[src/smbus_timeout_pkg.sv]
// Shared constants and types for the bus timeout monitor.
// Assumes a 250 MHz core clock; all counts are derived from it here.
package smbus_timeout_pkg;

  // ==========================================================================
  // Clock and timing figures
  // ==========================================================================
  localparam int CLK_PERIOD_NS  = 4;       // Core clock period
  localparam int TIMEOUT_MIN_MS = 25;      // Clock-low timeout, least value used
  localparam int IDLE_MIN_US    = 50;      // Both lines high this long means idle
  localparam int SEXT_MAX_MS    = 25;      // Cumulative own stretch per message
  localparam int MAS_FREQ_HZ    = 51200;   // Own bus clock as master

  // Least times round up, longest times round down
  localparam int TIMEOUT_CYC = (TIMEOUT_MIN_MS * 1000000 + CLK_PERIOD_NS - 1) / CLK_PERIOD_NS;
  localparam int IDLE_CYC    = (IDLE_MIN_US * 1000 + CLK_PERIOD_NS - 1) / CLK_PERIOD_NS;
  localparam int SEXT_CYC    = (SEXT_MAX_MS * 1000000) / CLK_PERIOD_NS;
  localparam int MAS_HALF_CYC = 1000000000 / (2 * MAS_FREQ_HZ * CLK_PERIOD_NS);

  // ==========================================================================
  // Widths and reset values
  // ==========================================================================
  localparam int TMR_W = 23;               // Holds counts up to 8.3 M cycles
  localparam int HALF_W = 12;              // Holds the master half period
  localparam logic [HALF_W-1:0] HALF_LAST = HALF_W'(MAS_HALF_CYC - 1);
  localparam logic TIMEOUT_DIS_RST = 1'b0; // Timeout detection on after reset

  // ==========================================================================
  // Types
  // ==========================================================================
  // The two bus lines travel together
  typedef struct packed {
    logic clk;
    logic data;
  } bus_pins_t;

  // Protocol state, one-hot
  typedef enum logic [1:0] {
    ST_WAIT = 2'b01,                       // Waiting for a start condition
    ST_MSG  = 2'b10                        // Inside a message
  } msg_state_t;

endpackage
[src/sat_timer.sv]
// Saturating cycle counter used for the timeout, idle and stretch budgets.
// Assumes all inputs come from the same clock domain.
`timescale 1ns/1ps
`default_nettype none
module sat_timer (
  input  wire logic                                ref_clk_i,
  input  wire logic                                resetn_i,
  input  wire logic                                clr_i,    // Restart from zero, wins over run
  input  wire logic                                run_i,    // Count this cycle
  input  wire logic [smbus_timeout_pkg::TMR_W-1:0] limit_i,  // Saturation point
  output logic      [smbus_timeout_pkg::TMR_W-1:0] count_o,  // Cycles accumulated
  output logic                                     hit_o     // Count has reached the limit
);
  import smbus_timeout_pkg::*;

  // ==========================================================================
  // Counter
  // ==========================================================================
  logic [TMR_W-1:0] count_r;               // Accumulated cycles
  logic [TMR_W-1:0] count_nxt;             // Next count
  wire              full = (count_r >= limit_i);

  // Saturation keeps a long hold from wrapping back to a small count
  assign count_nxt = clr_i ? '0 : ((run_i && !full) ? count_r + 1'b1 : count_r);
  assign count_o   = count_r;
  assign hit_o     = full;

  // Plain register, reset to zero
  always_ff @(posedge ref_clk_i or negedge resetn_i) begin
    if (!resetn_i) begin
      count_r <= '0;
    end else begin
      count_r <= count_nxt;
    end
  end
endmodule
`default_nettype wire

[src/smbus_timeout_monitor.sv]
// Timing and timeout supervision for the two-wire bus port.
// Assumes the pins arrive unsynchronised and the core drives its requests
// on ref_clk_i. Lines are open drain: output low, enable high to pull.
// Behaviour
// - Clock low past timeout aborts transaction
// - Both lines high 50 us resets transaction
// - Disable bit suppresses timeout and idle reset
// - Disable bit is bit 0, resets clear
// - Own slave stretching capped at 25 ms
// - Own master clock runs at 51.2 kHz
// - Fast mode 40-400 kHz, same supervision
`timescale 1ns/1ps
`default_nettype none
module smbus_timeout_monitor #(
  parameter int TIMEOUT_CYCLES = smbus_timeout_pkg::TIMEOUT_CYC,
  parameter int IDLE_CYCLES    = smbus_timeout_pkg::IDLE_CYC,
  parameter int SEXT_CYCLES    = smbus_timeout_pkg::SEXT_CYC
) (
  input  wire logic                         ref_clk_i,
  input  wire logic                         resetn_i,
  input  wire smbus_timeout_pkg::bus_pins_t pins_i,          // Line levels
  output logic                              bus_clock_pin_o, // Driven value
  output logic                              bus_data_pin_o,  // Driven value
  output smbus_timeout_pkg::bus_pins_t      pins_oe_o,       // Pull enables
  input  wire logic                         bus_timeout_disable_i, // Control bit 0
  input  wire logic                         master_en_i,     // Generate own clock
  input  wire logic                         stretch_req_i,   // Core wants a stretch
  input  wire logic                         data_low_req_i,  // Core pulls data low
  output logic                              txn_abort_o,     // One-cycle abort pulse
  output logic                              in_message_o,    // Between start and stop
  output logic                              stretch_spent_o  // Stretch budget used up
);
  import smbus_timeout_pkg::*;

  // ==========================================================================
  // Pin synchronisers and edge detection
  // ==========================================================================
  bus_pins_t sync1_r;                      // First stage, read only by sync2_r
  bus_pins_t sync2_r;                      // Safe level
  bus_pins_t prev_r;                       // Previous safe level

  always_ff @(posedge ref_clk_i or negedge resetn_i) begin
    if (!resetn_i) begin
      sync1_r <= '1;
      sync2_r <= '1;
      prev_r  <= '1;
    end else begin
      sync1_r <= pins_i;
      sync2_r <= sync1_r;
      prev_r  <= sync2_r;
    end
  end

  // Start: data falls under a high clock; stop: data rises under it
  wire start_evt = prev_r.clk && sync2_r.clk && prev_r.data && !sync2_r.data;
  wire stop_evt  = prev_r.clk && sync2_r.clk && !prev_r.data && sync2_r.data;

  // ==========================================================================
  // Control bit
  // ==========================================================================
  logic timeout_dis_r;                     // Bit 0 of the clock control word

  // Caught after reset release, never during reset itself
  always_ff @(posedge ref_clk_i or negedge resetn_i) begin
    if (!resetn_i) begin
      timeout_dis_r <= TIMEOUT_DIS_RST;
    end else begin
      timeout_dis_r <= bus_timeout_disable_i;
    end
  end

  // ==========================================================================
  // Supervision timers
  // ==========================================================================
  msg_state_t       state_r;
  msg_state_t       state_nxt;
  logic [TMR_W-1:0] low_cnt;               // Current clock-low span
  logic [TMR_W-1:0] idle_cnt;              // Current both-high span
  logic [TMR_W-1:0] sext_cnt;              // Own stretch this message
  logic             low_hit;
  logic             idle_hit;
  logic             sext_hit;
  bus_pins_t        oe_r;                  // Pull enables
  logic             own_stretch;           // This cycle is own slave stretch

  // Supervision is independent of bus speed, so fast mode behaves alike
  wire low_run  = !sync2_r.clk && !timeout_dis_r;
  wire idle_run = sync2_r.clk && sync2_r.data && !timeout_dis_r;
  assign own_stretch = oe_r.clk && !master_en_i;

  sat_timer u_low (
    .ref_clk_i (ref_clk_i),
    .resetn_i  (resetn_i),
    .clr_i     (!low_run),
    .run_i     (low_run),
    .limit_i   (TMR_W'(TIMEOUT_CYCLES)),
    .count_o   (low_cnt),
    .hit_o     (low_hit)
  );

  sat_timer u_idle (
    .ref_clk_i (ref_clk_i),
    .resetn_i  (resetn_i),
    .clr_i     (!idle_run),
    .run_i     (idle_run),
    .limit_i   (TMR_W'(IDLE_CYCLES)),
    .count_o   (idle_cnt),
    .hit_o     (idle_hit)
  );

  // The stretch budget is cumulative over one message from its start
  sat_timer u_sext (
    .ref_clk_i (ref_clk_i),
    .resetn_i  (resetn_i),
    .clr_i     (start_evt),
    .run_i     (own_stretch),
    .limit_i   (TMR_W'(SEXT_CYCLES)),
    .count_o   (sext_cnt),
    .hit_o     (sext_hit)
  );

  // ==========================================================================
  // Message state
  // ==========================================================================
  wire in_msg = (state_r == ST_MSG);
  // Timers only run with detection enabled, so the disable bit gates both
  wire abort  = in_msg && (low_hit || idle_hit) && !timeout_dis_r;

  always_comb begin
    state_nxt = state_r;
    unique case (state_r)
      ST_WAIT: begin
        if (start_evt) begin
          state_nxt = ST_MSG;
        end
      end
      ST_MSG: begin
        // Abort or stop both fall back to waiting for a start
        if (abort || stop_evt) begin
          state_nxt = ST_WAIT;
        end
      end
    endcase
  end

  always_ff @(posedge ref_clk_i or negedge resetn_i) begin
    if (!resetn_i) begin
      state_r <= ST_WAIT;
    end else begin
      state_r <= state_nxt;
    end
  end

  // ==========================================================================
  // Master clock generator
  // ==========================================================================
  logic [HALF_W-1:0] half_r;               // Cycles in the current phase
  logic              mlow_r;               // Phase: 1 pulls the clock low
  logic              hold_r;               // Lines held released after abort

  // High phase only counts once the line is seen high, so a stretching
  // slave lengthens the period instead of being overridden
  wire half_done = (half_r == HALF_LAST);
  wire high_seen = !mlow_r && sync2_r.clk;
  wire mrun      = master_en_i && !hold_r;

  always_ff @(posedge ref_clk_i or negedge resetn_i) begin
    if (!resetn_i) begin
      half_r <= '0;
      mlow_r <= 1'b0;
    end else if (!mrun) begin
      half_r <= '0;
      mlow_r <= 1'b0;
    end else if (mlow_r || high_seen) begin
      half_r <= half_done ? '0 : half_r + 1'b1;
      mlow_r <= half_done ? !mlow_r : mlow_r;
    end
  end

  // ==========================================================================
  // Line drive and status outputs
  // ==========================================================================
  // Release hold lasts until the core drops every drive request
  wire any_req   = master_en_i || stretch_req_i || data_low_req_i;
  wire hold_nxt  = abort || (hold_r && any_req);
  // Last budget cycle in use now: stop before the count passes the budget
  wire sext_last = own_stretch && (sext_cnt == TMR_W'(SEXT_CYCLES - 1));
  wire slave_str = stretch_req_i && in_msg && !master_en_i && !sext_hit && !sext_last;
  bus_pins_t oe_nxt;

  // Stretch ends once the budget is spent, whatever the core asks
  assign oe_nxt.clk  = !hold_nxt && ((mrun && mlow_r) || slave_str);
  assign oe_nxt.data = !hold_nxt && data_low_req_i;

  always_ff @(posedge ref_clk_i or negedge resetn_i) begin
    if (!resetn_i) begin
      oe_r            <= '0;
      hold_r          <= 1'b0;
      bus_clock_pin_o <= 1'b0;
      bus_data_pin_o  <= 1'b0;
      txn_abort_o     <= 1'b0;
      in_message_o    <= 1'b0;
      stretch_spent_o <= 1'b0;
    end else begin
      oe_r            <= oe_nxt;
      hold_r          <= hold_nxt;
      bus_clock_pin_o <= 1'b0;             // Open drain only ever pulls low
      bus_data_pin_o  <= 1'b0;
      txn_abort_o     <= abort;
      in_message_o    <= (state_nxt == ST_MSG);
      stretch_spent_o <= sext_hit || sext_last;
    end
  end
  assign pins_oe_o = oe_r;

  // ==========================================================================
  // Assertions
  // ==========================================================================
  property p_low_abort;
    @(posedge ref_clk_i) disable iff (!resetn_i)
      (in_msg && low_run && low_cnt == TMR_W'(TIMEOUT_CYCLES))
      |=> (state_r == ST_WAIT) && txn_abort_o;
  endproperty
  a_low_abort: assert property (p_low_abort) else $error("clock low timeout missed");

  property p_idle_abort;
    @(posedge ref_clk_i) disable iff (!resetn_i)
      (in_msg && idle_run && idle_cnt == TMR_W'(IDLE_CYCLES))
      |=> (state_r == ST_WAIT) && txn_abort_o;
  endproperty
  a_idle_abort: assert property (p_idle_abort) else $error("idle reset missed");

  property p_disable;
    @(posedge ref_clk_i) disable iff (!resetn_i)
      timeout_dis_r |=> !txn_abort_o;
  endproperty
  a_disable: assert property (p_disable) else $error("abort while disabled");

  property p_reset_val;
    @(posedge ref_clk_i)
      (resetn_i && !$past(resetn_i)) |-> (timeout_dis_r == 1'b0);
  endproperty
  a_reset_val: assert property (p_reset_val) else $error("disable bit not clear");

  property p_stretch_cap;
    @(posedge ref_clk_i) disable iff (!resetn_i)
      (own_stretch && !start_evt) |-> (sext_cnt < TMR_W'(SEXT_CYCLES));
  endproperty
  a_stretch_cap: assert property (p_stretch_cap) else $error("stretch over budget");

  property p_master_half;
    @(posedge ref_clk_i) disable iff (!resetn_i)
      (mrun && $rose(mlow_r)) |-> mlow_r [*8] ##0 (half_r == HALF_W'(7));
  endproperty
  a_master_half: assert property (p_master_half) else $error("master low phase wrong");

  property p_stop_ends;
    @(posedge ref_clk_i) disable iff (!resetn_i)
      (in_msg && stop_evt) |=> (state_r == ST_WAIT) ##1 !in_message_o;
  endproperty
  a_stop_ends: assert property (p_stop_ends) else $error("stop not honoured");

  property p_release;
    @(posedge ref_clk_i) disable iff (!resetn_i)
      abort |=> (oe_r == '0) && (state_r == ST_WAIT);
  endproperty
  a_release: assert property (p_release) else $error("lines held after abort");
endmodule
`default_nettype wire

[config.mk]
export PLATFORM = sky130hd
export DESIGN_NAME = smbus_timeout_monitor
export DESIGN_NICKNAME = d
export VERILOG_FILES = /design/src/smbus_timeout_pkg.sv /design/src/sat_timer.sv /design/src/smbus_timeout_monitor.sv
export SDC_FILE = /design/constraint.sdc
export NUM_CORES = 1
export LEC_CHECK = 0
export ABC_AREA = 1
export BUFFER_PORTS_ARGS = -buffer_cell sky130_fd_sc_hd__buf_2
export CAP_MARGIN = 20
export CELL_PAD_IN_SITES_DETAIL_PLACEMENT = 1
export CELL_PAD_IN_SITES_GLOBAL_PLACEMENT = 1
export CORE_MARGIN = 2
export CORE_UTILIZATION = 50
export DETAILED_ROUTE_END_ITERATION = 8
export PLACE_DENSITY = 0.84
export SYNTH_ARGS = -nofsm -noshare
export SYNTH_HDL_FRONTEND = slang
export SYNTH_SLANG_ARGS = --single-unit
export TNS_END_PERCENT = 50
[constraint.sdc]
create_clock -name ref_clk_i -period 3.4 [get_ports ref_clk_i]
set_clock_uncertainty 0.15 [all_clocks]
set_input_delay 0.51 -clock ref_clk_i [delete_from_list [all_inputs] [get_ports ref_clk_i]]
set_output_delay 0.51 -clock ref_clk_i [all_outputs]
set_load 0.02 [all_outputs]
==> results of run 1 <==
==> through the flow <==
step	instances	setup slack [ns]	total power [W]	hold WS [ns]	utilization, %
after floorplan	777	1.63	0.00142	0.0644	-
after global placement	916	0.951	0.00149	0.196	53.1
after detailed placement	916	0.921	0.00151	0.197	53.1
after CTS	932	0.867	0.00257	0.0844	55.9
after global routing	932	0.609	0.00265	0.0831	55.9
final	932	0.847	0.00254	0.0568	55.9
==> metal layers <==
layer | vias up | wire, um
li1 | 2494 | -
met1 | 2620 | 6950
met2 | 90 | 7900
met3 | 21 | 634
met4 | 0 | 224
met5 | - | 0
==> cells in the mapped netlist <==
cell,n
sky130_fd_sc_hd__nand2_1,204
sky130_fd_sc_hd__nor2_1,126
sky130_fd_sc_hd__dfrtp_1,90
sky130_fd_sc_hd__inv_1,87
sky130_fd_sc_hd__nand3_1,65
sky130_fd_sc_hd__nand4_1,37
sky130_fd_sc_hd__o21ai_0,28
sky130_fd_sc_hd__xor2_1,20
sky130_fd_sc_hd__nor3_1,19
sky130_fd_sc_hd__o21ai_1,10
sky130_fd_sc_hd__a21oi_1,9
sky130_fd_sc_hd__buf_2,8
sky130_fd_sc_hd__ha_1,8
sky130_fd_sc_hd__dfstp_2,7
sky130_fd_sc_hd__xnor2_1,7
sky130_fd_sc_hd__or2_2,5
sky130_fd_sc_hd__clkbuf_1,4
sky130_fd_sc_hd__nor2_2,4
sky130_fd_sc_hd__nor2_4,4
sky130_fd_sc_hd__a21o_1,3
sky130_fd_sc_hd__inv_2,3
sky130_fd_sc_hd__a31o_2,2
sky130_fd_sc_hd__and2_1,2
sky130_fd_sc_hd__and3_1,2
sky130_fd_sc_hd__buf_4,2
sky130_fd_sc_hd__buf_6,2
sky130_fd_sc_hd__nand2_2,2
sky130_fd_sc_hd__nand3_2,2
sky130_fd_sc_hd__o31ai_1,2
sky130_fd_sc_hd__a21boi_2,1
sky130_fd_sc_hd__buf_1,1
sky130_fd_sc_hd__clkinv_1,1
sky130_fd_sc_hd__conb_1,1
sky130_fd_sc_hd__inv_6,1
sky130_fd_sc_hd__nand2_4,1
sky130_fd_sc_hd__nand3b_1,1
sky130_fd_sc_hd__nand4_2,1
sky130_fd_sc_hd__nor3b_1,1
sky130_fd_sc_hd__nor4_1,1
sky130_fd_sc_hd__o21bai_1,1
sky130_fd_sc_hd__or3_1,1
==> cells by family after synthesis <==
group / Yosys count / synth area share (%)
buffers and inverters: 109 / 7.93
AOI/OAI and AO/OA: 56 / 5.49
and+or+nand+nor: 478 / 37.3
adders and majority gates: 8 / 1.78
xor gates and xnor gates: 27 / 4.20
other: 1 / 0.0666
DFF: 97 / 43.2
==> report_power, final <==
| group | total, W | switching, W | internal [W] |
|---|---|---|---|
| combinational | 0.000234 | 0.000169 | 0.0000649 |
| sequential | 0.00125 | 0.0000436 | 0.00121 |
| clock | 0.00106 | 0.000463 | 0.000593 |
| total | 0.00254 | 0.000675 | 0.00187 |
==> placed cells by master (no fill, tap or decap), types with 5 or more instances in the layout <==
master and n:
sky130_fd_sc_hd__clkbuf_16 9, sky130_fd_sc_hd__dfstp_2 7, sky130_fd_sc_hd__ha_1 8, sky130_fd_sc_hd__buf_2 11, sky130_fd_sc_hd__nor3_1 19, sky130_fd_sc_hd__xor2_1 20
sky130_fd_sc_hd__nand2_1 204, sky130_fd_sc_hd__inv_1 87, sky130_fd_sc_hd__buf_4 5, sky130_fd_sc_hd__dfrtp_1 90, sky130_fd_sc_hd__nor2_1 126, sky130_fd_sc_hd__a21oi_1 9
sky130_fd_sc_hd__or2_2 5, sky130_fd_sc_hd__o21ai_1 10, sky130_fd_sc_hd__o21ai_0 28, sky130_fd_sc_hd__nand3_1 65, sky130_fd_sc_hd__xnor2_1 7, sky130_fd_sc_hd__nand4_1 37
==> state kept, by name (all words and copies together) (netlist names) <==
| register | flops |
|---|---|
| pins_oe_o | 2 |
| sync1_r | 2 |
| state_r | 2 |
| in_message_o | 1 |
| hold_r | 1 |
| txn_abort_o | 1 |
| u_sext.count_o | 23 |
| prev_r | 2 |
| half_r | 12 |
| mlow_r | 1 |
| stretch_spent_o | 1 |
| u_low.count_o | 23 |
| sync2_r | 2 |
| u_idle.count_o | 23 |
| timeout_dis_r | 1 |
==> final cells by class <==
type,instances,area [um^2],share of cell area [%]
clock inverters,4,53.8,0.881
inverters,92,350,5.74
multi-input cells,571,2750,45.1
flip-flops and latches,97,2440,39.9
clock buffers,12,246,4.04
repair buffers,16,92.6,1.52
well taps,140,175,2.87
==> worst min path at each step <==
stage                     from                  to  slack (ns)
global route         pins_i[1]          sync1_r[1]        0.08
detailed placement  sync1_r[1]          sync2_r[1]        0.20
finish                resetn_i  u_idle.count_o[22]        0.06
global placement    sync1_r[1]          sync2_r[1]        0.20
floorplan             resetn_i           half_r[0]        0.06
CTS                   resetn_i   u_idle.count_o[5]        0.08
==> critical path, stage by stage (launching register included) <==
cell and delay, ns:
sky130_fd_sc_hd__dfrtp_1 0.42, sky130_fd_sc_hd__nand2_1 0.15, sky130_fd_sc_hd__nor2_2 0.23, sky130_fd_sc_hd__nand2_1 0.08, sky130_fd_sc_hd__nand2_1 0.06, sky130_fd_sc_hd__a21oi_1 0.08, sky130_fd_sc_hd__nand2_1 0.35, sky130_fd_sc_hd__nand2_1 0.57
sky130_fd_sc_hd__nand2_1 0.21, sky130_fd_sc_hd__o21ai_0 0.10
==> results.md, run 1 <==
- The run finished with clean final reports.
- In this run the horizontal extent of the chip is 110 um.
- The clock transition at the registers of the reported paths is 0.07 ns.
- The last weighted congestion value of the routability-driven placer is 0.922.
- The leakage power figure is 2.73 nW.
- The H-tree generated during clock tree synthesis spans 3 levels.
- The starting density of the core is 51.5%.
- The aggregate global-route resource usage is 27.7%.
- Detailed placement ended at an HPWL of 11300 um.
- Dividing the final minimum period by the clock period gives 75.1%.
- After routing, the total negative slack on setup checks comes to 0 ns.
- TritonCTS built the clock tree.
- The total overflow left after global routing is 0.
- The data arrival time at the worst-slack endpoint is 2.61 ns.
- Fill cells in the final layout number 1416.
- The number of cells produced by synthesis is 776.
- The startpoint of the worst register-to-register path is u_low.count_o[10].
- The mean area per synthesized cell is 7.26 um^2.
- The hold buffer count at CTS is 0.
- The dominant cell type by area after synthesis is sky130_fd_sc_hd__dfrtp_1.
- The row count is 38.
- In this run the clock root is driven by a sky130_fd_sc_hd__clkbuf_16.
- After synthesis, flip-flops and latches occupy 43.2% of the total area.
- During placement, the flow inserted port buffers numbering 12.
- The count of warnings emitted by yosys is 0.
- The number of iterations in the first detailed-routing pass is 4.
- The total number of vias is 5225.
- The global routing usage on met3 is 5.53%.
- The post-detailed-route via-to-cell ratio is 5.61.
- The tree built by TritonCTS fans out to 97 sinks.
- The mapped cell area is 5630 um^2.
- The maximum number of pins on one net before global-route repair is 56.
- The number of pins exceeding their max-slew limit in the final report is 0.
- The number of gates resized after cts is 0.
- The finished layout cell area is 6110 um^2.
- Setup repair after global routing left no endpoint under its margin.
- In the final layout, the share of cells above drive strength 1 is 7.95%.
- The number of nets in the layout is 803.
- 15 I/O pins were placed.
- The antenna cell count is 0.
- The clock insertion delay at the later pin of the skew report is 0.36 ns.
- Of all nets on the critical path, the largest fanout is 20.
- The worst register-to-register path ends at u_low.count_o[14].
- The tightest min-delay check is of the in2async type.
- After the first detailed-routing iteration, the DRC count stood at 317.
- The distinct cell type count after synthesis is 41.
- For the worst flop-to-flop path, the logic depth is 9.
- The busiest layer in global routing is met2.
- In this run the post-CTS setup repair buffer count came out at 0.
- The worst-case IR drop observed on VDD is 0.455 mV.
- The critical path endpoint is u_low.count_o[14].
- The reg-to-reg setup timing slack is 0.85 ns.
- The worst setup path is captured at a register.
- The worst pin sits at a relative slew slack of 44.1%.
- Dividing the detail-routed wire length by the instance count gives 16.9 um.
- The number of endpoints failing setup at the final stage is 0.
- The fraction of met2 tracks used by global routing is 47.5%.
- The synthesized design contains 97 register bits.
- The nature of the critical path startpoint is a register.
- After synthesis, the cell types taking the most area are sky130_fd_sc_hd__dfrtp_1, sky130_fd_sc_hd__nand2_1, sky130_fd_sc_hd__nor2_1.
- The layout-stage area growth over the synthesis result is 8.44%.
- TritonCTS created 9 clock buffers.
- STA puts the critical path data required time at 3.46 ns.
- In this run the power density over the cells is 416 nW/um^2.
- The first global-routing pass estimated 26000 um of wire.
- Counting along the longest clock path gives a buffer depth of 2.
- Summed over its instances, the top area cell type makes up 40.0% of the synthesized netlist area.
- The critical path is of the reg2reg type.
- The total count of hold-check failures in the final report is 0.
- The count of nets left with antenna violations once routing finished came out at 0.
- The routed design has 15700 um of wire.
- The number of maximum-capacitance constraint violations is 0.
- The number of design rule violations left after detail routing is 0.
- The slew at the pin with the worst max-slew slack is 0.835 ns.
- The number of antenna violations at the first check in global routing is 0.
- The core region is 10900 um^2.
- The die covers 12100 um^2.
- The die is 110 um tall.
- The timing startpoint of the critical path is u_low.count_o[10].
- The met1 track utilization from global routing is 35.0%.
- The top achievable clock speed is 392 MHz.
- The shortest period the worst path allows is 2.55 ns.
- The post-detailed-placement cell area is 5810 um^2.
- The via count of the first global-routing pass came to 5464.
Note: power is estimated with default switching activity, not from simulation.
==> run 2, diff against run 1 <==
--- a/config.mk
+++ b/config.mk
@@ -5,15 +5,15 @@
 export SDC_FILE = /design/constraint.sdc
 export NUM_CORES = 1
 export LEC_CHECK = 0
-export ABC_AREA = 1
+export ABC_AREA = 0
 export BUFFER_PORTS_ARGS = -buffer_cell sky130_fd_sc_hd__buf_2
 export CAP_MARGIN = 20
 export CELL_PAD_IN_SITES_DETAIL_PLACEMENT = 1
 export CELL_PAD_IN_SITES_GLOBAL_PLACEMENT = 1
 export CORE_MARGIN = 2
-export CORE_UTILIZATION = 50
+export CORE_UTILIZATION = 49
 export DETAILED_ROUTE_END_ITERATION = 8
-export PLACE_DENSITY = 0.84
+export PLACE_DENSITY = 0.79
 export SYNTH_ARGS = -nofsm -noshare
 export SYNTH_HDL_FRONTEND = slang
 export SYNTH_SLANG_ARGS = --single-unit
==> constraint.sdc (replaced) <==
create_clock -name ref_clk_i -period 2.5 [get_ports ref_clk_i]
set_clock_uncertainty 0.15 [all_clocks]
set_input_delay 0.375 -clock ref_clk_i [delete_from_list [all_inputs] [get_ports ref_clk_i]]
set_output_delay 0.375 -clock ref_clk_i [all_outputs]
set_load 0.02 [all_outputs]
==> run 2 against run 1 <==
Effect of this change:
- critical path depth fell by 3
- count of clock-buffer cells in the layout did not move
- largest cell class unchanged
- non-clock buffer count rose by 16
- total power rose by 12%
==> results.md, run 2 <==
- Summing over every cut layer, the via total after detailed routing is 4240.
- Along the worst hold path, the cell count comes to 2.
- The largest total area in the synthesized netlist belongs to sky130_fd_sc_hd__dfrtp_1.
- The post-detailed-placement cell area is 5320 um^2.
- The worst setup path is launched from a register.
- The number of levels the H-tree was split into is 3.
- The clock sink count is 97.
- The post-detailed-route via-to-cell ratio is 6.07.
- The worst path in the final design needs a cycle of 2.40 ns, including I/O delays and setup.
- The number of endpoints failing setup at the final stage is 0.
- The antenna cell count is 0.
- The reg-to-reg setup timing slack is 0.10 ns.
- The top cell types in the final layout, fill and taps aside, are sky130_fd_sc_hd__dfrtp_1, sky130_fd_sc_hd__nor2_1, sky130_fd_sc_hd__nand2_1, sky130_fd_sc_hd__a21oi_1, sky130_fd_sc_hd__o21ai_0.
- The number of pins exceeding their max-slew limit in the final report is 0.
- Global routing consumed, over all layers together, 24.0% of the routing resources.
- The post-route fraction of the period consumed by the critical path is 95.9%.
- 15 I/O pins were placed.
- From left edge to right edge, the die measures 106 um.
- The count of buffers added on input and output ports is 12.
- The final setup TNS is 0 ns.
- Data on the critical path arrives at its endpoint at 2.56 ns.
- The data required time of the worst path is 2.66 ns.
- The clock transition at the registers of the reported paths is 0.10 ns.
- The share of layout cells above drive strength 1 is 12.4%.
- By area the synthesized netlist is led by sky130_fd_sc_hd__dfrtp_1, sky130_fd_sc_hd__dfstp_2, sky130_fd_sc_hd__a21oi_1.
- The met1 track utilization from global routing is 31.8%.
- The area growth from synthesis to layout is 10.1%.
- The busiest layer in global routing is met2.
- The worst register-to-register path begins at u_sext.count_o[7].
- TritonCTS built the clock tree.
- IR analysis of the VDD net gives a maximum drop of 0.249 mV.
- The number of design rule violations left after detail routing is 0.
- For this design the static power due to leakage is 2.33 nW.
- The critical path in this run is classified as reg2reg.
- The number of design-rule violations left by the first detailed-router iteration is 163.
- The most numerous cell in the Yosys netlist is sky130_fd_sc_hd__dfrtp_1.
- The total count of hold-check failures in the final report is 0.
- The wire length of the first global-routing pass is 21700 um.
- For met3 alone, demand over resource in global routing was 3.09%.
- The overall die area is 11200 um^2.
- The total area of multi-input combinational cells is 2490 um^2.
- In this run the critical register-to-register path is captured at u_sext.count_o[17].
- For the worst flop-to-flop path, the logic depth is 6.
- Dividing the detail-routed wire length by the instance count gives 17.9 um.
- For this run the aggregate overflow at the end of global routing stands at 0.
- For the pin with the worst max-slew slack, the measured transition is 0.842 ns.
- The mean area per synthesized cell is 9.49 um^2.
- The first detailed-routing pass took 5 iterations.
- Yosys mapped a number of flops with a built-in enable equal to 0.
- In this run the power density over the cells is 509 nW/um^2.
- The clock insertion delay at the later pin of the skew report is 0.38 ns.
- For this run, global-route usage on met2 was measured as 40.1%.
- The largest fanout of any net on the critical path is 18.
- The via count of the first global-routing pass is 4392.
- The congestion estimate from routability-driven global placement came to 0.811.
- The worst slew margin relative to its limit is 43.6%.
- The async set or reset register ratio after synthesis is 100%.
- The Yosys step of the flow raised 0 warnings.
- The floorplan die height is 106 um.
- At the end of the flow, the number of nets in the layout was 574.
- In this run the remaining antenna-violating nets after routing total 0.
- Excluding fillers, the count of instances in the completed layout stands at 699.
- The area of the placeable core is 10200 um^2.
- The worst-case hold path end point is pins_oe_o[0].
- The number of synthesized register bits is 97.
- In this run the cell area of the synthesized design comes to 5080 um^2.
- Row generation in the floorplan step produced 37 rows.
- The maximum number of pins on one net before global-route repair is 50.
- The number of buffers inserted during clock tree synthesis is 9.
- The flip-flop cell with the highest count after synthesis is sky130_fd_sc_hd__dfrtp_1.
- The instance count after placement with tap cells included is 676.
- The buffer cell driving the clock tree root is sky130_fd_sc_hd__clkbuf_8.
- After synthesis, the most frequently instantiated cells are sky130_fd_sc_hd__dfrtp_1, sky130_fd_sc_hd__nand2_1, sky130_fd_sc_hd__nor2_1.
- The cell count after synthesis came out at 535.
- The area taken by flip-flops and latches is 2440 um^2.
- Total power for the finished layout comes to 0.00285 W.
- The total of fill cells in the finished design is 1178.
- The routed wire length is 12500 um.
- For this run, the register share of the synthesized area comes to 48.0%.
- The number of maximum-capacitance constraint violations is 0.
- The number of antenna violations at the first check in global routing is 0.
- Counting along the longest clock path gives a buffer depth of 2.
- The worst hold path begins at data_low_req_i.
- The flow ran to the end, and the final reports show no timing, DRC or antenna violations.
- Leaving out fill and tap cells, the most frequent cell in the layout is sky130_fd_sc_hd__dfrtp_1.
- The share of Yosys cell area claimed by the top area cell type is 44.3%.
- The worst hold path belongs to the class in2reg.
- For this run, the top clock speed supported by timing is 417 MHz.
- The type of destination of the critical path is a register.
- The starting density of the core is 49.9%.
- The finished layout cell area is 5590 um^2.
- The detailed-placement wirelength estimate is 8580 um.
- Counting distinct cell types in the post-synthesis netlist gives 67.
run 2: changes by cell type after synthesis, moves of 10 or more:
cell / before / now
sky130_fd_sc_hd__nand2_1: 204 / 43
sky130_fd_sc_hd__or4_1: 0 / 10
sky130_fd_sc_hd__or3_1: 1 / 22
sky130_fd_sc_hd__nor2_1: 126 / 43
sky130_fd_sc_hd__clkbuf_1: 4 / 14
sky130_fd_sc_hd__inv_1: 87 / 20
sky130_fd_sc_hd__a21oi_1: 9 / 36
sky130_fd_sc_hd__and2_1: 2 / 18
sky130_fd_sc_hd__xor2_1: 20 / 2
sky130_fd_sc_hd__nand3_1: 65 / 28
sky130_fd_sc_hd__nand4_1: 37 / 11
run 2: what timing repair did:
| item | in CTS | in global routing |
|---|---|---|
| pin swaps | 0 | 1 |
| resized for setup | 1 | 2 |
| endpoints found under the hold margin | 42 | 0 |
| endpoints found under the setup margin | 2 | 8 |
| setup buffers | 0 | 3 |
| hold buffers | 4 | 0 |
run 2: where the power goes:
group / total, W / internal (W) / switching (W)
combinational: 0.000197 / 0.0000713 / 0.000126
sequential: 0.00166 / 0.00161 / 0.0000478
clock: 0.000991 / 0.000403 / 0.000588
total: 0.00285 / 0.00209 / 0.000761
run 2: area by class of cell:
class | count | area share, %
Multi-Input combinational cell | 398 | 44.5
Sequential cell | 97 | 43.6
Timing Repair Buffer | 32 | 4.21
Tap cell | 136 | 3.04
Clock buffer | 12 | 2.60
Inverter | 20 | 1.34
Clock inverter | 4 | 0.672
run 2: cells by family (layout without fill, tap and decap cells):
kind of cell | Yosys count | in the layout | share of synthesized area [%]
flops | 97 | 97 | 48.0
mux | 3 | 3 | 0.591
xor+xnor | 18 | 18 | 3.10
other cells | 1 | 2 | 0.0738
simple gates | 236 | 236 | 25.4
buf+inv | 41 | 68 | 3.50
compound gates | 131 | 131 | 17.4
fa+ha+maj | 8 | 8 | 1.97
run 2: per-layer routing:
metal,routed length [um],vias to the layer above
met3,240,20
met4,230,0
li1,-,2014
met1,5880,2165
met2,6140,41
met5,0,-
run 2: how the worst max path moves through the flow:
stage	from	to	cells after the start
2_1_floorplan	u_sext.count_o[8]	u_sext.count_o[13]	7
3_3_place_gp	u_sext.count_o[7]	u_sext.count_o[12]	5
3_5_place_dp	u_sext.count_o[7]	u_sext.count_o[18]	5
4_1_cts	u_sext.count_o[7]	u_sext.count_o[18]	5
5_1_grt	u_sext.count_o[7]	u_sext.count_o[18]	5
6_report	u_sext.count_o[7]	u_sext.count_o[17]	6
run 2: worst max-delay path, cell delays in order, from the launching register on:
cell and delay (ns):
sky130_fd_sc_hd__dfrtp_1 0.43, sky130_fd_sc_hd__or4_4 0.57, sky130_fd_sc_hd__o211ai_2 0.26, sky130_fd_sc_hd__o2111ai_2 0.13, sky130_fd_sc_hd__buf_4 0.22, sky130_fd_sc_hd__or4_1 0.41, sky130_fd_sc_hd__a21oi_1 0.15
run 2: metrics by stage:
stage	hold slack [ns]	utilization, %	worst slack, ns
after floorplan	-0.0706	-	0.302
after global placement	0.199	52.3	0.132
after detailed placement	0.202	52.3	-0.00435
after CTS	0.109	54.5	0.0992
after global routing	0.128	54.9	-0.0289
final	0.121	54.9	0.102
==> run 3, diff against run 2 <==
--- a/config.mk
+++ b/config.mk
@@ -13,8 +13,9 @@
 export CORE_MARGIN = 2
 export CORE_UTILIZATION = 49
 export DETAILED_ROUTE_END_ITERATION = 8
-export PLACE_DENSITY = 0.79
+export PLACE_DENSITY = 0.81
 export SYNTH_ARGS = -nofsm -noshare
 export SYNTH_HDL_FRONTEND = slang
+export SYNTH_HIERARCHICAL = 1
 export SYNTH_SLANG_ARGS = --single-unit
 export TNS_END_PERCENT = 50
==> run 3 against run 2 <==
Effect of this change:
- core utilization is 17 points higher
- the run now ends with setup timing left
- clock power grew 53%
- critical endpoint is now u_low/count_o[2]
- non-clock buffer count up 146
- maximum frequency is 22% lower
- critical path type unchanged
- via count grew 96%
- combinational power rose to 3.6 times the previous value
- die area grew 33%
- final cell count grew 72%
- final area is 78% higher
- synthesized cell count up 47%
==> results.md, run 3 <==
- The instance count after placement with tap cells included is 1130.
- Leaving out fill and tap cells, the most frequent cell in the layout is sky130_fd_sc_hd__buf_4.
- The clock tree from TritonCTS is done.
- The total number of vias is 8303.
- IR analysis of the VDD net gives a maximum drop of 0.494 mV.
- The dominant cell type by area after synthesis is sky130_fd_sc_hd__dfrtp_1.
- The layout has 1487 filler cells.
- The starting density of the core is 49.7%.
- Routability-driven placement finished with a final weighted congestion of 0.845.
- Global routing used 35.1% of the available tracks.
- Setup violations remaining at the end of the flow were counted as 76.
- For this run, the post-layout net count is 1101.
- Counting the buffers created by CTS gives 9.
- Summed over its instances, the top area cell type makes up 32.9% of the synthesized netlist area.
- The clock passes through at most 2 buffers.
- Of all flip-flops after synthesis, the portion carrying an async set or reset was 100%.
- The I/O pin count is 15.
- The clock transition at the registers of the reported paths is 0.08 ns.
- The routed design has 36300 um of wire.
- The die covers 14900 um^2.
- Entering global routing, the biggest net connects 44 pins.
- The total count of hold-check failures in the final report is 0.
- Cells fill 72.3% of the core in the end.
- The synthesized design contains 0 enable-type register cells.
- A synthesized cell averages 8.68 um^2.
- Counting distinct cell types in the post-synthesis netlist gives 56.
- The met1 track utilization from global routing is 39.7%.
- The clock insertion delay at the later pin of the skew report is 0.38 ns.
- The floorplan step set the die height to 122 um.
- Yosys printed 6 warnings.
- Power spread over the standard cell area amounts to 396 nW/um^2.
- The via count of the first global-routing pass is 7944.
- The flow ran to the end, but the final reports show violations.
- The tool flagged a number of max-cap violations equal to 0.
- In this run the number of H-tree levels came out at 3.
- The mapped cell area is 6840 um^2.
- The multi-input combinational cells in the finished layout cover a total of 5150 um^2.
- The data arrival time at the worst-slack endpoint is 3.18 ns.
- The layout-stage area growth over the synthesis result is 45.5%.
- The count of buffers from port buffering is 12.
- Yosys attributes the largest share of cell area to sky130_fd_sc_hd__dfrtp_1, sky130_fd_sc_hd__ha_1, sky130_fd_sc_hd__a21oi_1.
- The remaining antenna violation count after routing is 0.
- The most used flip-flop cell after synthesis is sky130_fd_sc_hd__dfrtp_1.
- The floorplan has 43 rows.
- The final setup TNS is -21.33 ns.
- For this block, the initial DRC count from the detailed router was 809.
- Along the worst path, the maximum fanout reaches 6.
- The number of antenna violations at the first check in global routing is 1.
- The type of destination of the critical path is a register.
- The number of pins exceeding their max-slew limit in the final report is 0.
- The number of synthesized register bits is 97.
- The worst min-delay path category is in2reg.
- The worst pin sits at a relative slew slack of 28.9%.
- For this run, global-route usage on met3 was measured as 7.21%.
- The final reports fail on setup timing.
- The root buffer cell chosen for the clock tree is sky130_fd_sc_hd__clkbuf_16.
- The detailed-placement wirelength estimate is 14800 um.
- Of the available clock period, the critical path in the final layout requires 122%.
- In the routed layout, each cell is associated on average with a via count of 6.90.
- The number of design rule violations left after detail routing is 0.
- The core region is 13800 um^2.
- Setup repair after global routing could not meet its margin everywhere.
- The clock sink count is 97.
- The antenna cell count is 0.
- The number of cells produced by synthesis is 788.
- The final cell count without fillers is 1204.
- The post-route worst setup slack is -0.562 ns.
- The leakage power figure is 4.51 nW.
- Measured along the x axis, the die boundary spans 122 um.
- In the final routed layout, each cell accounts on average for 30.2 um.
- The share of layout cells above drive strength 1 is 35.4%.
- The first global-routing pass estimated 40500 um of wire.
- The busiest layer in global routing is met2.
- The nature of the critical path startpoint is a register.
- The top achievable clock speed is 327 MHz.
- In the final layout, flip-flops and latches occupy 2440 um^2.
- The commonest cells after synthesis are sky130_fd_sc_hd__dfrtp_1, sky130_fd_sc_hd__inv_1, sky130_fd_sc_hd__a21oi_1.
- Global routing used 62.6% of the available met2 tracks.
- The critical path in this run is classified as reg2reg.
- The number of iterations in the first detailed-routing pass is 5.
- The finished layout cell area is 9950 um^2.
- The sequential fraction of the synthesis area is 35.6%.
- The data required time of the worst path is 2.62 ns.
- At the pin with the least slew margin, the transition time is 1.07 ns.
- The shortest period the worst path allows is 3.06 ns.
- The top cell types in the final layout, fill and taps aside, are sky130_fd_sc_hd__buf_4, sky130_fd_sc_hd__dfrtp_1, sky130_fd_sc_hd__inv_1, sky130_fd_sc_hd__conb_1, sky130_fd_sc_hd__nand2_1.
- The remaining global-route overflow is 0.
- In this run the cell area measured after placement is 8110 um^2.
run 3: metal layers:
layer | vias to the layer above | part of all wire, %
met2 | 682 | 48
met5 | - | 0.028
li1 | 3302 | -
met1 | 4002 | 33
met3 | 315 | 8.9
met4 | 2 | 9.7
run 3: final timing paths:
path,cells past startpoint,slack (ns),start,endpoint
min in group asynchronous,2,0.32,resetn_i,u_sext/count_o[3]
min reg2reg,0,0.21,sync1_r[0],sync2_r[0]
max in group asynchronous,3,1.10,resetn_i,state_r[0]
max reg2reg,9,-0.56,u_low/count_o[2],u_low/count_o[2]
max,9,-0.56,u_low/count_o[2],u_low/count_o[2]
min,3,0.18,stretch_req_i,pins_oe_o[1]
run 3: cell families (layout without fill, tap and decap cells):
group | after synthesis | count (layout) | share of synthesized area [%]
adders and majority gates | 74 | 74 | 13.5
buffers and inverters | 117 | 284 | 7.17
other | 2 | 71 | 0.110
muxes | 7 | 7 | 1.12
xor gates and xnor gates | 6 | 6 | 0.768
AOI/OAI and AO/OA | 202 | 202 | 18.2
and+or+nand+nor | 283 | 283 | 23.5
DFF | 97 | 97 | 35.6
run 3: worst max-delay path: stages (launching register included):
cell and delay, ns:
sky130_fd_sc_hd__dfrtp_1 0.38, sky130_fd_sc_hd__ha_1 0.27, sky130_fd_sc_hd__a21oi_1 0.21, sky130_fd_sc_hd__o21ai_1 0.25
sky130_fd_sc_hd__a41oi_2 0.40, sky130_fd_sc_hd__o2111ai_4 0.25, sky130_fd_sc_hd__buf_4 0.20, sky130_fd_sc_hd__buf_6 0.12
sky130_fd_sc_hd__or4_4 0.44, sky130_fd_sc_hd__a21oi_2 0.28
run 3: stage by stage:
step                total power (W)  setup slack [ns]  hold WS (ns)
floorplan                   0.00198            -0.114       -0.0706
global placement            0.00213            -0.132         0.168
detailed placement          0.00217            -0.329         0.173
CTS                         0.00368            -0.185         0.159
global route                0.00402            -0.785         0.176
finish                      0.00394            -0.562         0.179
run 3: power breakdown:
| group | switching (W) | total, W | internal, W |
|---|---|---|---|
| combinational | 0.000453 | 0.000717 | 0.000264 |
| sequential | 0.0000676 | 0.00170 | 0.00163 |
| clock | 0.000733 | 0.00152 | 0.000791 |
| total | 0.00125 | 0.00394 | 0.00268 |
run 3: cell type report:
| cell class | count | share of cell area, % |
|---|---|---|
| clock inverter | 6 | 0.729 |
| clock buffer | 10 | 2.30 |
| sequential | 97 | 24.5 |
| multi-input combinational | 643 | 51.8 |
| inverter | 90 | 3.42 |
| tap | 180 | 2.26 |
| timing repair buffer | 178 | 15.0 |
run 3: repair_timing:
| item | in CTS | in global routing |
|---|---|---|
| setup buffers | 17 | 31 |
| endpoints found under the setup margin | 62 | 75 |
| gates cloned | 5 | 3 |
| pin swaps | 42 | 43 |
| resized for setup | 70 | 128 |
| hold buffers | 4 | 0 |
| hold endpoints to repair | 25 | 0 |
